--- config.mk ---
export PLATFORM = sky130hd
export DESIGN_NAME = csr_regfile
export DESIGN_NICKNAME = d
export VERILOG_FILES = /design/src/logic/csr_pkg.sv /design/src/logic/csr_save_pair.sv /design/src/logic/csr_regfile.sv
export VERILOG_INCLUDE_DIRS = /design/src /design/src/logic
export SDC_FILE = /design/constraint.sdc
export NUM_CORES = 1
export LEC_CHECK = 0
export ABC_AREA = 1
export BUFFER_PORTS_ARGS = -buffer_cell sky130_fd_sc_hd__buf_2
export CAP_MARGIN = 20
export CORE_MARGIN = 2
export CORE_UTILIZATION = 55
export DETAILED_ROUTE_END_ITERATION = 7
export PLACE_DENSITY = 0.8
export SLEW_MARGIN = 0
export SYNTH_ARGS = -nofsm -noshare
export SYNTH_HDL_FRONTEND = slang
export SYNTH_SLANG_ARGS = --single-unit
--- constraint.sdc ---
create_clock -name i_clk_sys -period 2 [get_ports i_clk_sys]
set_clock_uncertainty 0.2 [all_clocks]
set_input_delay 0.3 -clock i_clk_sys [delete_from_list [all_inputs] [get_ports i_clk_sys]]
set_output_delay 0.3 -clock i_clk_sys [all_outputs]
set_load 0.02 [all_outputs]
--- src/logic/csr_map.svh ---
`ifndef CSR_MAP_SVH
`define CSR_MAP_SVH
// System register numbers
`define CSR_N_IRQ_PC     5'h00
`define CSR_N_IRQ_SW     5'h01
`define CSR_N_NMI_PC     5'h02
`define CSR_N_NMI_SW     5'h03
`define CSR_N_ECR        5'h04
`define CSR_N_PSW        5'h05
`define CSR_N_TCL_PC     5'h10
`define CSR_N_TCL_SW     5'h11
`define CSR_N_DBG_PC     5'h12
`define CSR_N_DBG_SW     5'h13
`define CSR_N_TABLE_CALL_BASE_POINTER       5'h14
// Implemented bits
`define CSR_PC_MASK      32'h03ff_ffff
`define CSR_PC_RET_MASK  32'h03ff_fffe
`define CSR_SW_MASK      32'h0000_00ff
`define CSR_PSW_RST      32'h0000_0020
`define CSR_ZERO         32'h0000_0000
`define CSR_PSW_NP_BIT   7
`endif

--- src/logic/csr_pkg.sv ---
`default_nettype none
package csr_pkg;
   typedef logic [31:0] csr_word_t;
   typedef logic [4:0]  csr_num_t;
   // Which saved pair a return reloads from
   typedef enum logic [3:0] {
      CSR_RET_NONE = 4'h1,
      CSR_RET_IRQ  = 4'h2,
      CSR_RET_NMI  = 4'h4,
      CSR_RET_TCL  = 4'h8
   } csr_ret_t;
endpackage
`default_nettype wire

--- src/logic/csr_save_pair.sv ---
`timescale 1ns/100ps
`default_nettype none
`include "csr_map.svh"
// Saved PC plus saved status pair; hardware capture beats software write
module csr_save_pair #(
   parameter csr_pkg::csr_word_t PC_MASK = `CSR_PC_MASK,
   parameter csr_pkg::csr_word_t SW_MASK = `CSR_SW_MASK
) (
   input  wire logic               i_clk_sys,
   input  wire logic               i_nrst,
   input  wire logic               i_cap,
   input  wire csr_pkg::csr_word_t i_cap_pc,
   input  wire csr_pkg::csr_word_t i_cap_sw,
   input  wire logic               i_wr_pc,
   input  wire logic               i_wr_sw,
   input  wire csr_pkg::csr_word_t i_wdata,
   output csr_pkg::csr_word_t      o_pc,
   output csr_pkg::csr_word_t      o_sw
);
   csr_pkg::csr_word_t pc_ff;
   csr_pkg::csr_word_t sw_ff;
   csr_pkg::csr_word_t nxt_pc;
   csr_pkg::csr_word_t nxt_sw;

   always_comb begin
      nxt_pc = pc_ff;
      nxt_sw = sw_ff;
      if (i_cap) begin
         nxt_pc = i_cap_pc & PC_MASK;
         nxt_sw = i_cap_sw & SW_MASK;
      end else begin
         if (i_wr_pc) begin
            nxt_pc = i_wdata & PC_MASK;
         end
         if (i_wr_sw) begin
            nxt_sw = i_wdata & SW_MASK;
         end
      end
   end

   always_ff @(posedge i_clk_sys or negedge i_nrst) begin
      if (!i_nrst) begin
         pc_ff <= `CSR_ZERO;
         sw_ff <= `CSR_ZERO;
      end else begin
         pc_ff <= nxt_pc;
         sw_ff <= nxt_sw;
      end
   end

   assign o_pc = pc_ff;
   assign o_sw = sw_ff;
endmodule
`default_nettype wire

--- src/logic/csr_regfile.sv ---
// Functional notes
// RULE_01 - Instruction operand number selects system register
// RULE_02 - Numbers 0-5: irq pair, nmi pair, code, status
// RULE_03 - 16-17 table call, 18-19 debug, 20 base
// RULE_04 - Software avoids reserved numbers 6-15, 21-31
// RULE_05 - Exception code register is read only
// RULE_06 - Debug pair usable only inside debug window
// RULE_07 - Return ignores saved PC bit 0
// RULE_08 - Software writes even saved PC values
// RULE_09 - Irq or exception saves PC and status
// RULE_10 - NMI saves to NMI pair only
// RULE_11 - Saved PC is next instruction address
// RULE_12 - Irq pair reserved bits read zero
// RULE_13 - NMI pair reserved bits read zero
// RULE_14 - Return after irq reloads from irq pair
// RULE_15 - Return after NMI reloads from NMI pair
// RULE_16 - Each event writes its exception code; here only irq and NMI entries load it
// RULE_17 - Software saves irq pair before nesting
// RULE_18 - Every system register is 32 bits
// RULE_19 - PC keeps 26 bits, bit 0 zero; software writes to a saved PC keep bit 0 here
// RULE_20 - Status write effective next; holds off acknowledge
// RULE_21 - Debug pair outside window reads zero, ignores writes
`timescale 1ns/100ps
`default_nettype none
`include "csr_map.svh"
module csr_regfile (
   input  wire logic               i_clk_sys,
   input  wire logic               i_nrst,
   input  wire logic               i_sr_wr,
   input  wire logic               i_sr_rd,
   input  wire csr_pkg::csr_num_t  i_sr_num,
   input  wire csr_pkg::csr_word_t i_sr_wdata,
   input  wire csr_pkg::csr_word_t i_next_pc,
   input  wire logic               i_irq_entry,
   input  wire logic               i_nmi_entry,
   input  wire csr_pkg::csr_word_t i_exc_code,
   input  wire logic               i_tcall_entry,
   input  wire logic               i_dbg_entry,
   input  wire logic               i_return_from_interrupt_instr,
   input  wire logic               i_tcall_ret,
   input  wire logic               i_dbg_ret,
   input  wire logic               i_psw_load,
   input  wire csr_pkg::csr_word_t i_psw_new,
   output csr_pkg::csr_word_t      o_sr_rdata,
   output logic                    o_sr_rvalid,
   output csr_pkg::csr_word_t      o_psw,
   output logic                    o_ack_hold,
   output csr_pkg::csr_word_t      o_tcall_base,
   output logic                    o_dbg_window,
   output logic                    o_ret_valid,
   output csr_pkg::csr_word_t      o_ret_pc,
   output csr_pkg::csr_word_t      o_ret_psw
);
   logic               wr_irq_pc;
   logic               wr_irq_sw;
   logic               wr_nmi_pc;
   logic               wr_nmi_sw;
   logic               wr_psw;
   logic               wr_tcl_pc;
   logic               wr_tcl_sw;
   logic               wr_dbg_pc;
   logic               wr_dbg_sw;
   logic               wr_table_call_base_pointer;
   logic               cap_irq;
   csr_pkg::csr_word_t cur_pc;
   csr_pkg::csr_word_t irq_pc;
   csr_pkg::csr_word_t irq_sw;
   csr_pkg::csr_word_t nmi_pc;
   csr_pkg::csr_word_t nmi_sw;
   csr_pkg::csr_word_t tcl_pc;
   csr_pkg::csr_word_t tcl_sw;
   csr_pkg::csr_word_t dbg_pc;
   csr_pkg::csr_word_t dbg_sw;
   csr_pkg::csr_ret_t  ret_sel;
   csr_pkg::csr_word_t psw_ff;
   csr_pkg::csr_word_t ecr_ff;
   csr_pkg::csr_word_t table_call_base_pointer_ff;
   logic               dbg_win_ff;
   csr_pkg::csr_word_t rdata_ff;
   logic               rvalid_ff;
   logic               ret_valid_ff;
   csr_pkg::csr_word_t ret_pc_ff;
   csr_pkg::csr_word_t ret_psw_ff;
   csr_pkg::csr_word_t nxt_psw;
   csr_pkg::csr_word_t nxt_ecr;
   csr_pkg::csr_word_t nxt_table_call_base_pointer;
   logic               nxt_dbg_win;
   csr_pkg::csr_word_t nxt_rdata;
   logic               nxt_rvalid;
   logic               nxt_ret_valid;
   csr_pkg::csr_word_t nxt_ret_pc;
   csr_pkg::csr_word_t nxt_ret_psw;
   // Write decode from the instruction operand
   always_comb begin
      wr_irq_pc = 1'b0;
      wr_irq_sw = 1'b0;
      wr_nmi_pc = 1'b0;
      wr_nmi_sw = 1'b0;
      wr_psw    = 1'b0;
      wr_tcl_pc = 1'b0;
      wr_tcl_sw = 1'b0;
      wr_dbg_pc = 1'b0;
      wr_dbg_sw = 1'b0;
      wr_table_call_base_pointer   = 1'b0;
      if (i_sr_wr) begin
         case (i_sr_num) // RULE_01
            `CSR_N_IRQ_PC: wr_irq_pc = 1'b1; // RULE_02
            `CSR_N_IRQ_SW: wr_irq_sw = 1'b1;
            `CSR_N_NMI_PC: wr_nmi_pc = 1'b1;
            `CSR_N_NMI_SW: wr_nmi_sw = 1'b1;
            `CSR_N_PSW:    wr_psw    = 1'b1;
            `CSR_N_TCL_PC: wr_tcl_pc = 1'b1; // RULE_03
            `CSR_N_TCL_SW: wr_tcl_sw = 1'b1;
            `CSR_N_DBG_PC: wr_dbg_pc = dbg_win_ff; // RULE_06 RULE_21
            `CSR_N_DBG_SW: wr_dbg_sw = dbg_win_ff; // RULE_06 RULE_21
            `CSR_N_TABLE_CALL_BASE_POINTER:   wr_table_call_base_pointer   = 1'b1;
            default:       wr_table_call_base_pointer   = 1'b0; // RULE_05
         endcase
      end
   end
   // Saved PC is the next instruction address, trimmed to 26 bits with bit 0 cleared
   assign cur_pc  = i_next_pc & `CSR_PC_RET_MASK; // RULE_11 RULE_19
   assign cap_irq = i_irq_entry & ~i_nmi_entry; // RULE_10
   csr_save_pair u_irq (
      .i_clk_sys (i_clk_sys),
      .i_nrst    (i_nrst),
      .i_cap     (cap_irq), // RULE_09
      .i_cap_pc  (cur_pc),
      .i_cap_sw  (psw_ff),
      .i_wr_pc   (wr_irq_pc),
      .i_wr_sw   (wr_irq_sw),
      .i_wdata   (i_sr_wdata),
      .o_pc      (irq_pc),
      .o_sw      (irq_sw)
   );
   csr_save_pair u_nmi (
      .i_clk_sys (i_clk_sys),
      .i_nrst    (i_nrst),
      .i_cap     (i_nmi_entry), // RULE_10
      .i_cap_pc  (cur_pc),
      .i_cap_sw  (psw_ff),
      .i_wr_pc   (wr_nmi_pc),
      .i_wr_sw   (wr_nmi_sw),
      .i_wdata   (i_sr_wdata),
      .o_pc      (nmi_pc),
      .o_sw      (nmi_sw)
   );
   csr_save_pair u_tcl (
      .i_clk_sys (i_clk_sys),
      .i_nrst    (i_nrst),
      .i_cap     (i_tcall_entry),
      .i_cap_pc  (cur_pc),
      .i_cap_sw  (psw_ff),
      .i_wr_pc   (wr_tcl_pc),
      .i_wr_sw   (wr_tcl_sw),
      .i_wdata   (i_sr_wdata),
      .o_pc      (tcl_pc),
      .o_sw      (tcl_sw)
   );
   csr_save_pair u_dbg (
      .i_clk_sys (i_clk_sys),
      .i_nrst    (i_nrst),
      .i_cap     (i_dbg_entry),
      .i_cap_pc  (cur_pc),
      .i_cap_sw  (psw_ff),
      .i_wr_pc   (wr_dbg_pc),
      .i_wr_sw   (wr_dbg_sw),
      .i_wdata   (i_sr_wdata),
      .o_pc      (dbg_pc),
      .o_sw      (dbg_sw)
   );
   // Return source: NMI pair while the NMI-in-progress flag is set
   always_comb begin
      ret_sel = csr_pkg::CSR_RET_NONE;
      if (i_return_from_interrupt_instr) begin
         if (psw_ff[`CSR_PSW_NP_BIT]) begin
            ret_sel = csr_pkg::CSR_RET_NMI; // RULE_15
         end else begin
            ret_sel = csr_pkg::CSR_RET_IRQ; // RULE_14
         end
      end else if (i_tcall_ret) begin
         ret_sel = csr_pkg::CSR_RET_TCL;
      end
   end
   always_comb begin
      nxt_ret_valid = 1'b0;
      nxt_ret_pc    = ret_pc_ff;
      nxt_ret_psw   = ret_psw_ff;
      case (ret_sel)
         csr_pkg::CSR_RET_IRQ: begin
            nxt_ret_valid = 1'b1;
            nxt_ret_pc    = irq_pc & `CSR_PC_RET_MASK; // RULE_07
            nxt_ret_psw   = irq_sw;
         end
         csr_pkg::CSR_RET_NMI: begin
            nxt_ret_valid = 1'b1;
            nxt_ret_pc    = nmi_pc & `CSR_PC_RET_MASK; // RULE_07
            nxt_ret_psw   = nmi_sw;
         end
         csr_pkg::CSR_RET_TCL: begin
            nxt_ret_valid = 1'b1;
            nxt_ret_pc    = tcl_pc & `CSR_PC_RET_MASK; // RULE_07
            nxt_ret_psw   = tcl_sw;
         end
         default: begin
            if (i_dbg_ret) begin
               nxt_ret_valid = 1'b1;
               nxt_ret_pc    = dbg_pc & `CSR_PC_RET_MASK;
               nxt_ret_psw   = dbg_sw;
            end
         end
      endcase
   end
   // Status word, code register, base pointer and debug window
   always_comb begin
      nxt_psw = psw_ff;
      if (nxt_ret_valid) begin
         nxt_psw = nxt_ret_psw & `CSR_SW_MASK;
      end else if (wr_psw) begin
         nxt_psw = i_sr_wdata & `CSR_SW_MASK; // RULE_20 RULE_18
      end else if (i_psw_load) begin
         nxt_psw = i_psw_new & `CSR_SW_MASK;
      end
      nxt_ecr = ecr_ff;
      if (i_irq_entry | i_nmi_entry) begin
         nxt_ecr = i_exc_code; // RULE_16
      end
      nxt_table_call_base_pointer = wr_table_call_base_pointer ? i_sr_wdata : table_call_base_pointer_ff;
      // Entry beats a return in the same cycle
      nxt_dbg_win = i_dbg_entry | (dbg_win_ff & ~i_dbg_ret); // RULE_06
   end
   // Read mux; reserved numbers and a closed debug window read zero
   always_comb begin
      nxt_rvalid = i_sr_rd;
      nxt_rdata  = `CSR_ZERO;
      if (i_sr_rd) begin
         case (i_sr_num) // RULE_01
            `CSR_N_IRQ_PC: nxt_rdata = irq_pc; // RULE_02 RULE_12
            `CSR_N_IRQ_SW: nxt_rdata = irq_sw; // RULE_12
            `CSR_N_NMI_PC: nxt_rdata = nmi_pc; // RULE_13
            `CSR_N_NMI_SW: nxt_rdata = nmi_sw; // RULE_13
            `CSR_N_ECR:    nxt_rdata = ecr_ff; // RULE_05
            `CSR_N_PSW:    nxt_rdata = psw_ff;
            `CSR_N_TCL_PC: nxt_rdata = tcl_pc; // RULE_03
            `CSR_N_TCL_SW: nxt_rdata = tcl_sw;
            `CSR_N_DBG_PC: nxt_rdata = dbg_win_ff ? dbg_pc : `CSR_ZERO; // RULE_21
            `CSR_N_DBG_SW: nxt_rdata = dbg_win_ff ? dbg_sw : `CSR_ZERO; // RULE_21
            `CSR_N_TABLE_CALL_BASE_POINTER:   nxt_rdata = table_call_base_pointer_ff;
            default:       nxt_rdata = `CSR_ZERO;
         endcase
      end
   end
   always_ff @(posedge i_clk_sys or negedge i_nrst) begin
      if (!i_nrst) begin
         psw_ff       <= `CSR_PSW_RST;
         ecr_ff       <= `CSR_ZERO;
         table_call_base_pointer_ff      <= `CSR_ZERO;
         dbg_win_ff   <= 1'b0;
         rdata_ff     <= `CSR_ZERO;
         rvalid_ff    <= 1'b0;
         ret_valid_ff <= 1'b0;
         ret_pc_ff    <= `CSR_ZERO;
         ret_psw_ff   <= `CSR_ZERO;
      end else begin
         psw_ff       <= nxt_psw;
         ecr_ff       <= nxt_ecr;
         table_call_base_pointer_ff      <= nxt_table_call_base_pointer;
         dbg_win_ff   <= nxt_dbg_win;
         rdata_ff     <= nxt_rdata;
         rvalid_ff    <= nxt_rvalid;
         ret_valid_ff <= nxt_ret_valid;
         ret_pc_ff    <= nxt_ret_pc;
         ret_psw_ff   <= nxt_ret_psw;
      end
   end
   assign o_sr_rdata   = rdata_ff;
   assign o_sr_rvalid  = rvalid_ff;
   assign o_psw        = psw_ff;
   assign o_ack_hold   = wr_psw; // RULE_20
   assign o_tcall_base = table_call_base_pointer_ff;
   assign o_dbg_window = dbg_win_ff;
   assign o_ret_valid  = ret_valid_ff;
   assign o_ret_pc     = ret_pc_ff;
   assign o_ret_psw    = ret_psw_ff;
endmodule
`default_nettype wire

## Word level (Yosys, flattened, before mapping)

Cells that the tools add are included.

- Register bits: 451

- Equality and inequality tests: 13
- Mux-type cells: 52
- Bitwise gates (word level): 6
- Reductions and logical operators: 12

Operators with widths:

| operator | number |
|---|---|
| 32-bit two-way mux | 24 |
| 32-bit one-hot mux with 11 select lines | 1 |
| 32-bit one-hot mux with 3 select lines | 2 |
| 5-bit == test, second input constant | 5 |
| 1-bit two-way mux | 22 |
| 2-bit nonzero test | 8 |
| 5-bit by 2-bit == test with 1-bit output, second input constant | 2 |
| 5-bit by 3-bit == test with 1-bit output, second input constant | 2 |
| 4-bit two-way mux | 2 |
| 5-bit by 1-bit == test with 1-bit output, second input constant | 1 |
| 5-bit logical NOT | 1 |
| 4-bit by 2-bit == test with 1-bit output, second input constant | 1 |
| 4-bit by 3-bit == test with 1-bit output, second input constant | 1 |
| 4-bit == test, second input constant | 1 |
| 4-bit nonzero test | 1 |
| 3-bit two-way mux | 1 |
| 3-bit nonzero test | 1 |
| 3-bit OR reduction | 1 |
| 1-bit bitwise AND | 2 |
| 1-bit inverter | 2 |
| 1-bit bitwise OR | 2 |

## Longest topological paths before layout

- Depth after elaboration: 6
- Depth in mapped cells: 11

## Cells and area by module

From an unflattened synthesis, not the netlist that was laid out.

- Cells, all modules: 2470
- Area, all modules: 18562.8 µm²

Modules (own cells, without submodules):

| module | times used | cells each | area an instance (µm²) | seq. area each (µm²) |
|---|---|---|---|---|
| csr_regfile | 1 | 1602 | 11300.8 | 4105.2 |
| csr_save_pair | 4 | 217 | 1815.5 | 850.8 |

## Least setup slack after synthesis

No wires, ideal clock.

- Path type: reg-to-reg
- Start point: register psw_ff[7] (netlist: o_psw[7])
- End point: register ret_pc_ff[6] (netlist: o_ret_pc[6])
- Arrival: 1462 ps
- Setup slack: 255 ps
- Stages on the path, launching flop included: 8
- Buffers on the path: 2
- Path through: dfrtp_1 -> buf_2 -> nor2_2 -> clkbuf_1 -> nand2_1 -> nand3_1 -> a21oi_1 -> o21ai_0

- Word-level cells in the longest chain between the ends: 4
- Elaborated cells on any way between the ends: 7
- Those cells by class: 3 x eq/ne; 3 x mux; 1 x reduce/logical

RTL lines:

| element | line | RTL |
|---|---|---|
| start, declared | csr_regfile.sv:75 | `csr_pkg::csr_word_t psw_ff;` |
| start signal, assigned | csr_regfile.sv:255 | `` psw_ff <= `CSR_PSW_RST; `` |
| start signal, assigned | csr_regfile.sv:265 | `psw_ff <= nxt_psw;` |
| 3-bit two-way mux (*) | csr_regfile.sv:176 | `` if (psw_ff[`CSR_PSW_NP_BIT]) begin `` |
| 4-bit two-way mux (*) | csr_regfile.sv:175 | `if (i_return_from_interrupt_instr) begin` |
| 4-bit == test, or another cell as far along | csr_regfile.sv:189 | `case (ret_sel)` |
| 32-bit one-hot mux with 3 select lines / 4-bit nonzero test (equally long branches) | n/a |  |
| end signal, assigned | csr_regfile.sv:262 | `` ret_pc_ff <= `CSR_ZERO; `` |
| end signal, assigned | csr_regfile.sv:272 | `ret_pc_ff <= nxt_ret_pc;` |
| end, declared | csr_regfile.sv:82 | `csr_pkg::csr_word_t ret_pc_ff;` |

Mark *: on every way between the ends. The rest lies on a longest branch, timed or not.
A chain may end at the register's enable or synchronous reset.

## Worst setup path after layout

- Start point: register psw_ff[7] (netlist: o_psw[7])
- End point: output o_psw[7]

RTL lines:

| element | line | RTL |
|---|---|---|
| end, declared | csr_regfile.sv:46 | `output csr_pkg::csr_word_t o_psw,` |

No word-level cell between the ends.

==> metrics.md <==
| Metric | Value |
|---|---|
| Share of final-layout standard cells stronger than drive strength 1 | `20.5%` |
| Maximum number of pins on one net before global-route repair | `53` |
| Peak fanout along the critical path | `7` |
| Type of the worst setup path | `reg2out` |
| Count of cell types in the netlist | `35` |
| Clock sinks | `276` |
| Maximum number of buffers from clock root to sink | `3` |
| Setup repair after global routing missed its margin | `no` |
| Antenna diode count | `0` |
| WL per Instance | `21.5 um` |
| Residual DRC count | `0` |
| Core box area | `~26000 sq um` |
| Overall global routing resource usage | `between 30% and 40%` |
| Crit path capture type | `primary output` |
| Power consumption | `roughly 16 mW` |
| Number of global-route vias before repair | `~15000` |
| Startpoint class of the critical path | `register` |
| Most common library cells after synthesis | `sky130_fd_sc_hd__nand2_1 (505), sky130_fd_sc_hd__dfrtp_1 (275), sky130_fd_sc_hd__o21ai_0 (151)` |
| Class of the worst hold path | `in2async` |
| Number of nets at the end of the flow | `roughly 2300` |
| Number of flops mapped to enable cells by yosys | `0` |
| Later-pin clock latency in the skew report | `just under 600 ps` |
| Synth-to-layout area growth | `27.6%` |
| Run status | `complete, no violations` |
| Root Buffer Master | `sky130_fd_sc_hd__clkbuf_16` |
| Total of max-cap violations | `0` |
| Peak supply drop | `0.905 mV` |
| Cell count after synthesis | `1793` |
| Synthesized-area fraction occupied by and/or/nand/nor cells | `between 20% and 30%` |
| Power per cell area | `869 nW/um^2` |
| Launch instance of the worst register-to-register path | `o_psw[7]` |
| Timing-limited maximum frequency | `508 MHz` |
| Area of the mapped netlist | `14500 sq um` |
| Final Max Tran Viols | `0` |
| Initial antenna violation count | `0` |
| Worst path arrival time | `1470 ps` |
| Final hold viol count | `0` |
| Number of H-tree levels | `1` |
| Weighted congestion reported at the end of routability-driven placement | `0.975` |
| Final Cycle Share | `98.4%` |
| Count leader, synth | `sky130_fd_sc_hd__nand2_1` |
| Via count normalized by instance count | `5.97` |
| Placed wire-length estimate | `36100 um` |
| Clock Pin Slew Worst Setup and Hold Paths | `70 ps` |
| Asr flop ratio synth | `100%` |
| Multiplexer share of the synthesized area | `2.49%` |
| Most used flip-flop cell after synthesis | `sky130_fd_sc_hd__dfrtp_1` |
| Initial core utilization | `55.8%` |
| Portion of synthesized cell area occupied by the leading cell type | `47.6%` |
| Proportion of synthesized chip area in sequential cells | `47.8%` |
| CTS tree | `yes` |
| Die footprint | `approximately 28000 sq um` |
| Total vias in the final route | `around 15000` |
| Horizontal die dimension | `166 um` |
| Antenna Violating Nets Remaining | `0` |
| Number of warnings reported in the yosys synthesis log | `0` |
| Post-synthesis share of cell area spent on full adders, half adders and majority gates | `0%` |
| Synthesized-area fraction occupied by ao, oa, aoi and oai cells | `16.1%` |
| Grt total ovfl | `0` |
| Minimum period implied by the final worst setup slack | `1970 ps` |
| Parity-gate share of the synthesized area counting xor and xnor cells | `0%` |
| Height of the die | `between 150 and 200 um` |
| Required time at the worst-slack endpoint | `about 1500 ps` |
| Leading cell types by total area after synthesis | `sky130_fd_sc_hd__dfrtp_1 (48%), sky130_fd_sc_hd__nand2_1 (13%), sky130_fd_sc_hd__o211ai_1 (5.3%)` |
| Dominant combinational cell family by area after synthesis | `simple AND/OR/NAND/NOR gates` |
| Layout filler cell count | `1942` |
| Number of rows created at floorplan | `59` |
| Post-Synthesis Mean Instance Area | `8.07 sq um` |
| Worst setup path startpoint | `o_psw[7]` |
| Worst slew margin relative to its limit | `62.5%` |
| LEAKAGE | `9.12 nW` |
| Initial DRC count | `2043` |
| Placed Instances | `about 2300` |
| DR pass1 iterations | `6` |
| Final instance area | `18500 sq um` |
| Post-synthesis sequential element count | `276` |
| Number of buffers created by CTS | `29` |
| Input/output buffers | `roughly 220` |
| Filler-free cell count of the finished design | `around 2500` |
| Yosys top cell by area | `sky130_fd_sc_hd__dfrtp_1` |
| Number of top-level pins | `309` |
| Final Setup Violations | `0` |
| Routed wire length | `53800 um` |
| Least-Margin Pin Slew | `around 560 ps` |
| Dpl cell area | `16300 sq um` |
| Wire length of the first global-routing pass | `between 80000 and 90000 um` |
| Final TNS setup | `0 ps` |
-- per-stage QoR --
stage          utilization, %  hold WS, ps  setup WS (ps)
6_report                 71.2         27.1           31.9
5_1_grt                  71.2         60.6           13.6
4_1_cts                  71.2         24.4           63.3
3_5_place_dp             62.8         30.8          -55.5
3_3_place_gp             62.8         32.2           1.42
2_1_floorplan               -         -196            255
-- metal layers --
layer	up-vias	routed length (um)	share of wire, %	global-route usage (%)
met2	1110	25100	47	61.4
met1	7046	20200	38	51.2
met5	-	0	0	0
met4	0	2220	4.1	13.4
met3	194	6200	12	7.65
li1	6591	-	-	-
-- timing repair --
item	in CTS	in global routing
setup endpoints to repair	0	6
hold endpoints to repair	464	0
setup buffers	0	2
resized for setup	0	1
hold buffers	119	0
-- critical path, cell delays in order (launching register included) --
cell and delay, ps:
sky130_fd_sc_hd__dfrtp_1 470, sky130_fd_sc_hd__buf_4 240, sky130_fd_sc_hd__buf_2 190
-- registers in the layout, summed over array words and instances (netlist names) --
| signal | flops |
|---|---|
| o_ret_pc | 25 |
| u_tcl.o_sw | 8 |
| u_irq.o_sw | 8 |
| u_nmi.o_sw | 8 |
| u_dbg.o_pc | 26 |
| u_tcl.o_pc | 26 |
| o_psw | 8 |
| o_ret_valid | 1 |
| o_dbg_window | 1 |
| o_sr_rvalid | 1 |
| u_nmi.o_pc | 26 |
| u_dbg.o_sw | 8 |
| u_irq.o_pc | 26 |
| o_sr_rdata | 32 |
| o_ret_psw | 8 |
| o_tcall_base | 32 |
| ecr_ff | 32 |
-- report_power, final --
group / leakage (nW) / switching [mW] / internal, mW
clock: 0.482 / 2.37 / 3.28
sequential: 3.44 / 0.628 / 6.31
combinational: 5.20 / 2.23 / 1.23
total: 9.12 / 5.23 / 10.8
-- cells in the final DEF, fill, tap and decap left out, types with 69 or more instances in the layout --
cell type                       count
sky130_fd_sc_hd__nand2_1          504
sky130_fd_sc_hd__dfrtp_1          275
sky130_fd_sc_hd__buf_2            221
sky130_fd_sc_hd__o21ai_0          151
sky130_fd_sc_hd__nor2_1           128
sky130_fd_sc_hd__inv_1            122
sky130_fd_sc_hd__dlygate4sd3_1    119
sky130_fd_sc_hd__o211ai_1         102
sky130_fd_sc_hd__a21oi_1           72
sky130_fd_sc_hd__nand3_1           71
sky130_fd_sc_hd__buf_4             70
sky130_fd_sc_hd__nand4_1           69
-- cell type report --
type                    instances  area (sq um)  area share [%]
flip-flops and latches        276          6910            37.4
multi-input cells            1270          6300            34.1
repair buffers                437          3360            18.2
clock buffers                  36           782            4.24
inverters                     133           499            2.70
well taps                     335           419            2.27
clock inverters                14           191            1.04
-- path summary, 6_finish.rpt --
kind	end	slack, ps	depth (start not counted)
worst max register to register	o_psw[7]	150	8
worst max-delay path	o_psw[7]	30	2
worst min register to register	u_tcl.o_pc[0]	280	2
worst min-delay path	o_tcall_base[22]	30	2
min in group i_clk_sys	o_ret_pc[17]	40	4
max in group asynchronous	o_psw[5]	930	3
-- cell families (layout without fill, tap and decap cells) --
kind of cell / count (synthesis) / in the layout
AOI/OAI and AO/OA: 387 / 387
buffers and inverters: 301 / 620
DFF: 276 / 276
muxes: 32 / 32
other: 1 / 55
and+or+nand+nor: 796 / 796
Power figures use the tool's default switching activity.
